**config.mk**
```make
export PLATFORM = sky130hd
export DESIGN_NAME = csr_regs
export DESIGN_NICKNAME = d
export VERILOG_FILES = /design/src/hdl/csr_pkg.sv /design/src/hdl/csr_regs.sv /design/src/hdl/csr_blank_timer.sv
export SDC_FILE = /design/constraint.sdc
export NUM_CORES = 1
export LEC_CHECK = 0
export BUFFER_PORTS_ARGS = -buffer_cell sky130_fd_sc_hd__buf_2
export CAP_MARGIN = 5
export CORE_ASPECT_RATIO = 0.75
export CORE_MARGIN = 1
export CORE_UTILIZATION = 40
export DETAILED_ROUTE_END_ITERATION = 7
export SYNTH_ARGS = -nofsm -noshare
export SYNTH_HDL_FRONTEND = slang
export SYNTH_HIERARCHICAL = 1
export SYNTH_SLANG_ARGS = --single-unit
```
**constraint.sdc**
```tcl
create_clock -name CLOCK -period 2.1 [get_ports CLOCK]
set_input_delay 0.21 -clock CLOCK [delete_from_list [all_inputs] [get_ports CLOCK]]
set_output_delay 0.21 -clock CLOCK [all_outputs]
set_load 0.1 [all_outputs]
```
**src/hdl/csr_pkg.sv**
```systemverilog
// ----------------------------------------------------------------------------
// constants for the converter setpoint register bank
// ----------------------------------------------------------------------------
// assumes a 25 MHz register clock and a serial-bus engine that presents
// decoded subaddress, data and write/read strobes on the same clock.
//
// How it works
// the step-down converter three register sits at subaddress 0x18 and resets to 0xbd.
// a write to either register only lands once the password unlock has been completed.
// every accepted write blanks that converter's over and under voltage monitor for 5 ms.
// bit 7 enables pulse skipping, resets to one, and zero forces fixed-frequency switching.
// bits 5-0 hold the step-down voltage code, reset 3dh, stepping 25 mV then 50 mV.
// the power-up voltage code of the step-down converter follows the default select strap; the buck-boost code powers up at 14h for either strap level.
// the buck-boost register sits at subaddress 0x19 and resets to 0x94.
// the host never writes a reserved code into the buck-boost voltage field.
// the host should change the buck-boost voltage code only while that converter is off.
// buck-boost bits 5-0 hold a code resetting to 14h, with codes 35h to 3fh reserved.
// the buck-boost register has the same pulse-skip bit 7 and a read-only zero bit 6.
// slew control and the go-bit transition do not govern these two converters.
// bit 6 of each register reads zero and ignores writes.
package csr_pkg;
	localparam logic [7:0] CSR_ADDR_BUCK3     = 8'h18;
	localparam logic [7:0] CSR_ADDR_BUCKBOOST = 8'h19;
	localparam logic [7:0] CSR_RST_BUCK3      = 8'hbd;
	localparam logic [7:0] CSR_RST_BUCKBOOST  = 8'h94;
	localparam int         CSR_BIT_PSKIP      = 7;
	localparam int         CSR_BIT_RSVD       = 6;
	localparam int         CSR_CODE_W         = 6;
	localparam logic [5:0] CSR_CODE_MAX_BB    = 6'h34;
	// alternate power-up codes when the strap is high, arbitrary defaults
	localparam logic [5:0] CSR_ALT_BUCK3      = 6'h0c;
	localparam logic [5:0] CSR_ALT_BUCKBOOST  = 6'h14;
	// blanking time and its cycle count at 25 MHz
	localparam int         CSR_CLK_HZ         = 25000000;
	localparam int         CSR_BLANK_US       = 5000;
	localparam int         CSR_BLANK_CYC      = CSR_CLK_HZ / 1000000 * CSR_BLANK_US;
endpackage

```
**src/hdl/csr_regs.sv**
```systemverilog
// ----------------------------------------------------------------------------
// converter setpoint registers: step-down three and buck-boost
// ----------------------------------------------------------------------------
// assumes the serial-bus engine delivers one-cycle read and write strobes
// with subaddress and data, and a password unlock level from the lock logic.
`timescale 1ns/100ps
module csr_regs
	import csr_pkg::*;
#(
	parameter int BLANK_CYCLES = CSR_BLANK_CYC
)(
	// clock and reset
	input  wire logic       CLOCK,
	input  wire logic       RSTN,
	// register access from the serial-bus engine
	input  wire logic [7:0] ADDR,
	input  wire logic [7:0] WDATA,
	input  wire logic       WR_STB,
	input  wire logic       RD_STB,
	input  wire logic       UNLOCKED,
	output logic [7:0]      RDATA,
	output logic            RD_HIT,
	output logic            WR_DONE,
	// strap pin
	input  wire logic       DEFAULT_SELECT_STRAP,
	// converter controls
	output logic            BUCK3_PULSE_SKIP_ENABLE,
	output logic [5:0]      BUCK3_VOLTAGE_CODE,
	output logic            BUCK3_MON_BLANK,
	output logic            BUCKBOOST_PULSE_SKIP_ENABLE,
	output logic [5:0]      BUCKBOOST_VOLTAGE_CODE,
	output logic            BUCKBOOST_MON_BLANK
);
	// ------------------------------------------------------------------------
	// strap synchroniser and power-up load
	// ------------------------------------------------------------------------
	logic strap_meta_ff;
	logic strap_sync_ff;
	logic loaded_ff;

	// two flops before the strap is used
	always_ff @(posedge CLOCK)
	begin
		strap_meta_ff <= DEFAULT_SELECT_STRAP;
		strap_sync_ff <= strap_meta_ff;
	end

	// first cycles after reset: one-shot load of strap defaults
	logic [1:0] settle_ff;
	always_ff @(posedge CLOCK)
	begin
		if (!RSTN)
			settle_ff <= 2'h0;
		else if (settle_ff != 2'h3)
			settle_ff <= settle_ff + 2'h1;
	end
	logic strap_load;
	assign strap_load = (settle_ff == 2'h2) && !loaded_ff;

	always_ff @(posedge CLOCK)
	begin
		if (!RSTN)
			loaded_ff <= 1'b0;
		else if (strap_load)
			loaded_ff <= 1'b1;
	end

	// ------------------------------------------------------------------------
	// decode
	// ------------------------------------------------------------------------
	function automatic logic hit(input logic [7:0] a, input logic [7:0] r);
		return a == r;
	endfunction

	logic sel_b3;
	logic sel_bb;
	logic wr_b3;
	logic wr_bb;
	// writes take effect only when unlocked
	assign sel_b3 = hit(ADDR, CSR_ADDR_BUCK3);
	assign sel_bb = hit(ADDR, CSR_ADDR_BUCKBOOST);
	assign wr_b3  = WR_STB && sel_b3 && UNLOCKED;
	assign wr_bb  = WR_STB && sel_bb && UNLOCKED;

	// ------------------------------------------------------------------------
	// registers
	// ------------------------------------------------------------------------
	logic       b3_pskip_ff;
	logic [5:0] b3_code_ff;
	logic       bb_pskip_ff;
	logic [5:0] bb_code_ff;
	logic [5:0] nxt_b3_code;
	logic [5:0] nxt_bb_code;

	// strap picks the power-up code; slew and go bit play no part here
	assign nxt_b3_code = strap_load ? (strap_sync_ff ? CSR_ALT_BUCK3 : CSR_RST_BUCK3[5:0])
		: wr_b3 ? WDATA[5:0] : b3_code_ff;
	assign nxt_bb_code = strap_load ? (strap_sync_ff ? CSR_ALT_BUCKBOOST
		: CSR_RST_BUCKBOOST[5:0])
		: wr_bb ? WDATA[5:0] : bb_code_ff;

	// step-down three register
	always_ff @(posedge CLOCK)
	begin
		if (!RSTN)
		begin
			b3_pskip_ff <= CSR_RST_BUCK3[CSR_BIT_PSKIP];
			b3_code_ff  <= CSR_RST_BUCK3[5:0];
		end
		else
		begin
			if (wr_b3)
				b3_pskip_ff <= WDATA[CSR_BIT_PSKIP];
			b3_code_ff <= nxt_b3_code;
		end
	end

	// buck-boost register
	always_ff @(posedge CLOCK)
	begin
		if (!RSTN)
		begin
			bb_pskip_ff <= CSR_RST_BUCKBOOST[CSR_BIT_PSKIP];
			bb_code_ff  <= CSR_RST_BUCKBOOST[5:0];
		end
		else
		begin
			if (wr_bb)
				bb_pskip_ff <= WDATA[CSR_BIT_PSKIP];
			bb_code_ff <= nxt_bb_code;
		end
	end

	// ------------------------------------------------------------------------
	// readback, bit 6 always zero
	// ------------------------------------------------------------------------
	logic [7:0] rd_mux;
	logic [7:0] rdata_ff;
	logic       rd_hit_ff;
	logic       wr_done_ff;
	assign rd_mux = sel_b3 ? {b3_pskip_ff, 1'b0, b3_code_ff}
		: sel_bb ? {bb_pskip_ff, 1'b0, bb_code_ff} : 8'h00;

	// read data and status flops
	always_ff @(posedge CLOCK)
	begin
		if (!RSTN)
		begin
			rdata_ff   <= 8'h00;
			rd_hit_ff  <= 1'b0;
			wr_done_ff <= 1'b0;
		end
		else
		begin
			if (RD_STB)
				rdata_ff <= rd_mux;
			rd_hit_ff  <= RD_STB && (sel_b3 || sel_bb);
			wr_done_ff <= wr_b3 || wr_bb;
		end
	end
	assign RDATA   = rdata_ff;
	assign RD_HIT  = rd_hit_ff;
	assign WR_DONE = wr_done_ff;

	// ------------------------------------------------------------------------
	// outputs and monitor blanking
	// ------------------------------------------------------------------------
	assign BUCK3_PULSE_SKIP_ENABLE     = b3_pskip_ff;
	assign BUCK3_VOLTAGE_CODE          = b3_code_ff;
	assign BUCKBOOST_PULSE_SKIP_ENABLE = bb_pskip_ff;
	assign BUCKBOOST_VOLTAGE_CODE      = bb_code_ff;

	csr_blank_timer #(.COUNT(BLANK_CYCLES)) u_blank_b3 (
		.clk   (CLOCK),
		.rst_n (RSTN),
		.start (wr_b3),
		.blank (BUCK3_MON_BLANK)
	);
	csr_blank_timer #(.COUNT(BLANK_CYCLES)) u_blank_bb (
		.clk   (CLOCK),
		.rst_n (RSTN),
		.start (wr_bb),
		.blank (BUCKBOOST_MON_BLANK)
	);
endmodule

```
**src/hdl/csr_blank_timer.sv**
```systemverilog
// ----------------------------------------------------------------------------
// monitor blanking timer for one converter
// ----------------------------------------------------------------------------
// assumes start is a one-cycle pulse on the same clock.
`timescale 1ns/100ps
module csr_blank_timer
	import csr_pkg::*;
#(
	parameter int COUNT = CSR_BLANK_CYC
)(
	// clock and reset
	input  wire logic clk,
	input  wire logic rst_n,
	// control
	input  wire logic start,
	output logic      blank
);
	localparam int CW = $clog2(COUNT + 1);
	logic [CW-1:0] cnt_ff;
	logic [CW-1:0] nxt_cnt;

	// restart on every write, else count down to zero
	assign nxt_cnt = start ? CW'(COUNT) : (cnt_ff != '0) ? cnt_ff - CW'(1) : cnt_ff;
	assign blank   = (cnt_ff != '0);

	// counter register
	always_ff @(posedge clk)
	begin
		if (!rst_n)
			cnt_ff <= '0;
		else
			cnt_ff <= nxt_cnt;
	end
endmodule

```
==> metrics.md <==
| Metric | Value |
|---|---|
| Final count of hold timing violations | 0 |
| Largest net degree at the start of global routing | 21 |
| Commonest non-fill, non-tap cell in the layout | dfxtp_1 |
| Synth unique cells | 50 |
| Gate power share | 0.488 |
| CTS root buffer | clkbuf_8 |
| Total power | 5.77 mW |
| Seq/Total Area, Yosys | 0.398 |
| Placed Area | roughly 3500 sq um |
| Top delay family on crit path | simple AND/OR/NAND/NOR gates |
| Starting density of the core | 0.419 |
| Switching pwr | 2.55 mW |
| Max Buffers Root-to-Sink | 2 |
| Status | finished, final reports clean |
| Worst slew pin tran | around 530 ps |
| Layout Cells excl Fill | 508 |
| Total track usage | 0.192 |
| Pre-CTS setup slack | 176 ps |
| CP Cell Sequence | inv_1 -> ha_1 -> nor3b_4 -> and2_1 -> nand2_2 -> buf_4 |
| Grt ovf | 0 |
| CP Launch Point | u_blank_bb/cnt_ff[0] |
| Rel. slew slack | 0.641 |
| Synth Instances | 349 |
| Endpoints failing setup | 0 |
| Internal power | 3.23 mW |
| Row count | 27 |
| Sequential share of power | 0.308 |
| Hpwl dp | 5280 um |
| Top Ports | 48 |
| Hold Crit Class | primary input to register |
| CTS tree | done |
| Async SR Flop Fraction | 0 |
| Static Leak | between 1 and 1.5 nW |
| Share of the synthesized area in the top cell type | 0.398 |
| Pwr/cell area | 1530 nW/um^2 |
| Synthesized flop and latch total | 62 |
| Placer's final routability congestion estimate | 0.867 |
| EDFF count, synth | 0 |
| Yosys warns | 6 |
| Fin nets | roughly 430 |
| DR iter-0 viols | 134 |
| Max Slew Vio Count | 0 |
| Most frequent cells in the layout | dfxtp_1, buf_2, nand3_1, buf_4, nor2_1 |
| Routed len/inst | 14.7 um |
| Critical Path Start Type | register |
| Worst hold slack | 145 ps |
| Worst Path Arrival | 1800 ps |
| Area contributors post-synth | dfxtp_1, mux2i_1, nand3_1, nand4_1, a21oi_1 |
| Clk_skew | 8.01 ps |
| Worst path bufs/invs | 2 |
| First-pass GRT wire length | 12,500 um |
| Syn avg cell area | around 8.9 sq um |
| Clk pwr share | 0.204 |
| Wirelength, routed | ~7500 um |
| Synth Cell Area | 3120 sq um |
| Die width | slightly above 100 um |
| # port buffers | 45 |
| CTS H-tree depth | 3 |
| Fmax | 498 MHz |
| Reg2reg start | u_blank_b3/cnt_ff[0] |
| Ant diodes | 0 |
| DR vias | roughly 2,800 |
| Setup slack after layout | between 90 and 100 ps |
| Critical path type | register to primary output |
| Most used DFF post-synth | dfxtp_1 |
| Clock Latency Late Sink | 340 ps |
| Largest area contributor in the synthesized netlist | dfxtp_1 |
| Maximum vdd ir drop | 0.934 mV |
| First-pass DRT Iterations | 4 |
| Final instance area | between 3000 and 4000 sq um |
| Crit share post-route | 0.956 |
| Core area | 7430 sq um |
| Final critical-path required period | about 2000 ps |
| Sink Count | 62 |
| Die footprint | ~8100 sq um |
| Final ANT Viol Nets | 0 |
| Max_cap viols | 0 |
| Post-placement cell count | 486 |
| Crit-path max cell delay | roughly 400 ps |
| CP required | about 1900 ps |
| Sw Share | 0.442 |
| Hold_sp | WDATA[3] |
| Clk pin slew, worst setup/hold paths | 70 ps |
| Area grow syn2layout | 21.5% |
| Net count after synthesis | 375 |
| Via density | 5.56 |
| Die Ht | just under 80 um |
| Post-route DRC | 0 |
| Layout cell share with drive strength beyond 1 | 0.253 |
| Crit Path Max Fanout | 6 |
| Vias in the first global route | 2,589 |
| Initial antenna violation count | 0 |
| Slowest cell on the critical path | dfxtp_1 |
| Setup crit end kind | primary output |
| CTS Buf Count | 9 |
==> state kept, by name (all words and copies together), names as in the netlist <==
register                     count
loaded_ff                        1
BUCKBOOST_PULSE_SKIP_ENABLE      1
WR_DONE                          1
BUCK3_VOLTAGE_CODE               6
strap_meta_ff                    1
RDATA                            7
strap_sync_ff                    1
settle_ff                        2
u_blank_bb/cnt_ff               17
BUCK3_PULSE_SKIP_ENABLE          1
RD_HIT                           1
BUCKBOOST_VOLTAGE_CODE           6
u_blank_b3/cnt_ff               17
==> cells by family (layout without fill, tap and decap cells) <==
group           count (synthesis)  after routing  synth area share
compound gates                 85             85             0.189
simple gates                  150            150             0.302
buf+inv                        31             89            0.0410
other cells                     1              1           0.00120
flops                          62             62             0.398
mux                            15             15            0.0490
xor+xnor                        1              1           0.00281
fa+ha+maj                       4              4            0.0161
==> synthesized netlist by cell type, drive strengths merged (3+ instances only) <==
cell type   n
o21a        6
nor3       19
dfxtp      62
a41oi       3
inv         8
and2        5
o31ai       5
o21ai      15
a21oi      17
nand3      25
mux2i      13
nand2      15
nand4      17
ha          4
and3        5
a2111oi     3
or4         8
nor4        6
o31a       10
nand2b     11
buf         4
a31oi       7
nor2b       8
a211oi      4
clkbuf     19
nor2       19
==> layer usage <==
metal  vias up  track usage  wire, um
li1       1439            -         -
met1      1323        0.263      3730
met2        55        0.295      3320
met3         6       0.0548       366
met4         0       0.0557        70
met5         -            0         0
==> power by group through the flow <==
stage | combinational (mW) | sequential, mW | clock, mW
2_1_floorplan | 2.03 | 1.81 | 0
3_3_place_gp | 2.55 | 1.77 | 0
3_5_place_dp | 2.59 | 1.77 | 0
4_1_cts | 2.67 | 1.75 | 1.20
5_1_grt | 3.11 | 1.82 | 1.26
6_report | 2.82 | 1.78 | 1.18
==> layout make-up <==
class	count	area (sq um)
Clock inverter	7	97.6
Tap cell	101	126
Timing Repair Buffer	65	383
Multi-Input combinational cell	256	1780
Clock buffer	9	124
Sequential cell	62	1240
Inverter	8	30.0
Fill cell	728	3650
==> worst reg2reg max path, stage by stage, from the launching register on <==
cell and delay (ps):
dfxtp_1 400, inv_1 80, ha_1 220, nor3b_4 150
buf_4 170, and4_1 200, or4_1 400, a21oi_1 150
==> what timing repair did <==
| action | CTS | global route |
|---|---|---|
| hold buffers | 1 | 0 |
| endpoints found under the setup margin | 2 | 2 |
| pin swaps | 0 | 2 |
| buffers inserted | 2 | 3 |
| hold endpoints to repair | 1 | 0 |
| gates resized for setup | 4 | 2 |
| gates cloned | 0 | 0 |
==> through the flow <==
stage | setup TNS, ps | util
floorplan | 0 | -
global placement | 0 | 0.470
detailed placement | 0 | 0.470
global route | -17.3 | 0.509
CTS | 0 | 0.504
finish | 0 | 0.509
==> final timing paths <==
kind | slack [ps] | cells after the start | to
max | 90 | 6 | BUCKBOOST_MON_BLANK
max reg2reg | 260 | 7 | u_blank_b3/cnt_ff[9]
min reg2reg | 330 | 0 | strap_sync_ff
min | 150 | 3 | BUCKBOOST_VOLTAGE_CODE[3]
(Power assumes the default switching activity.)
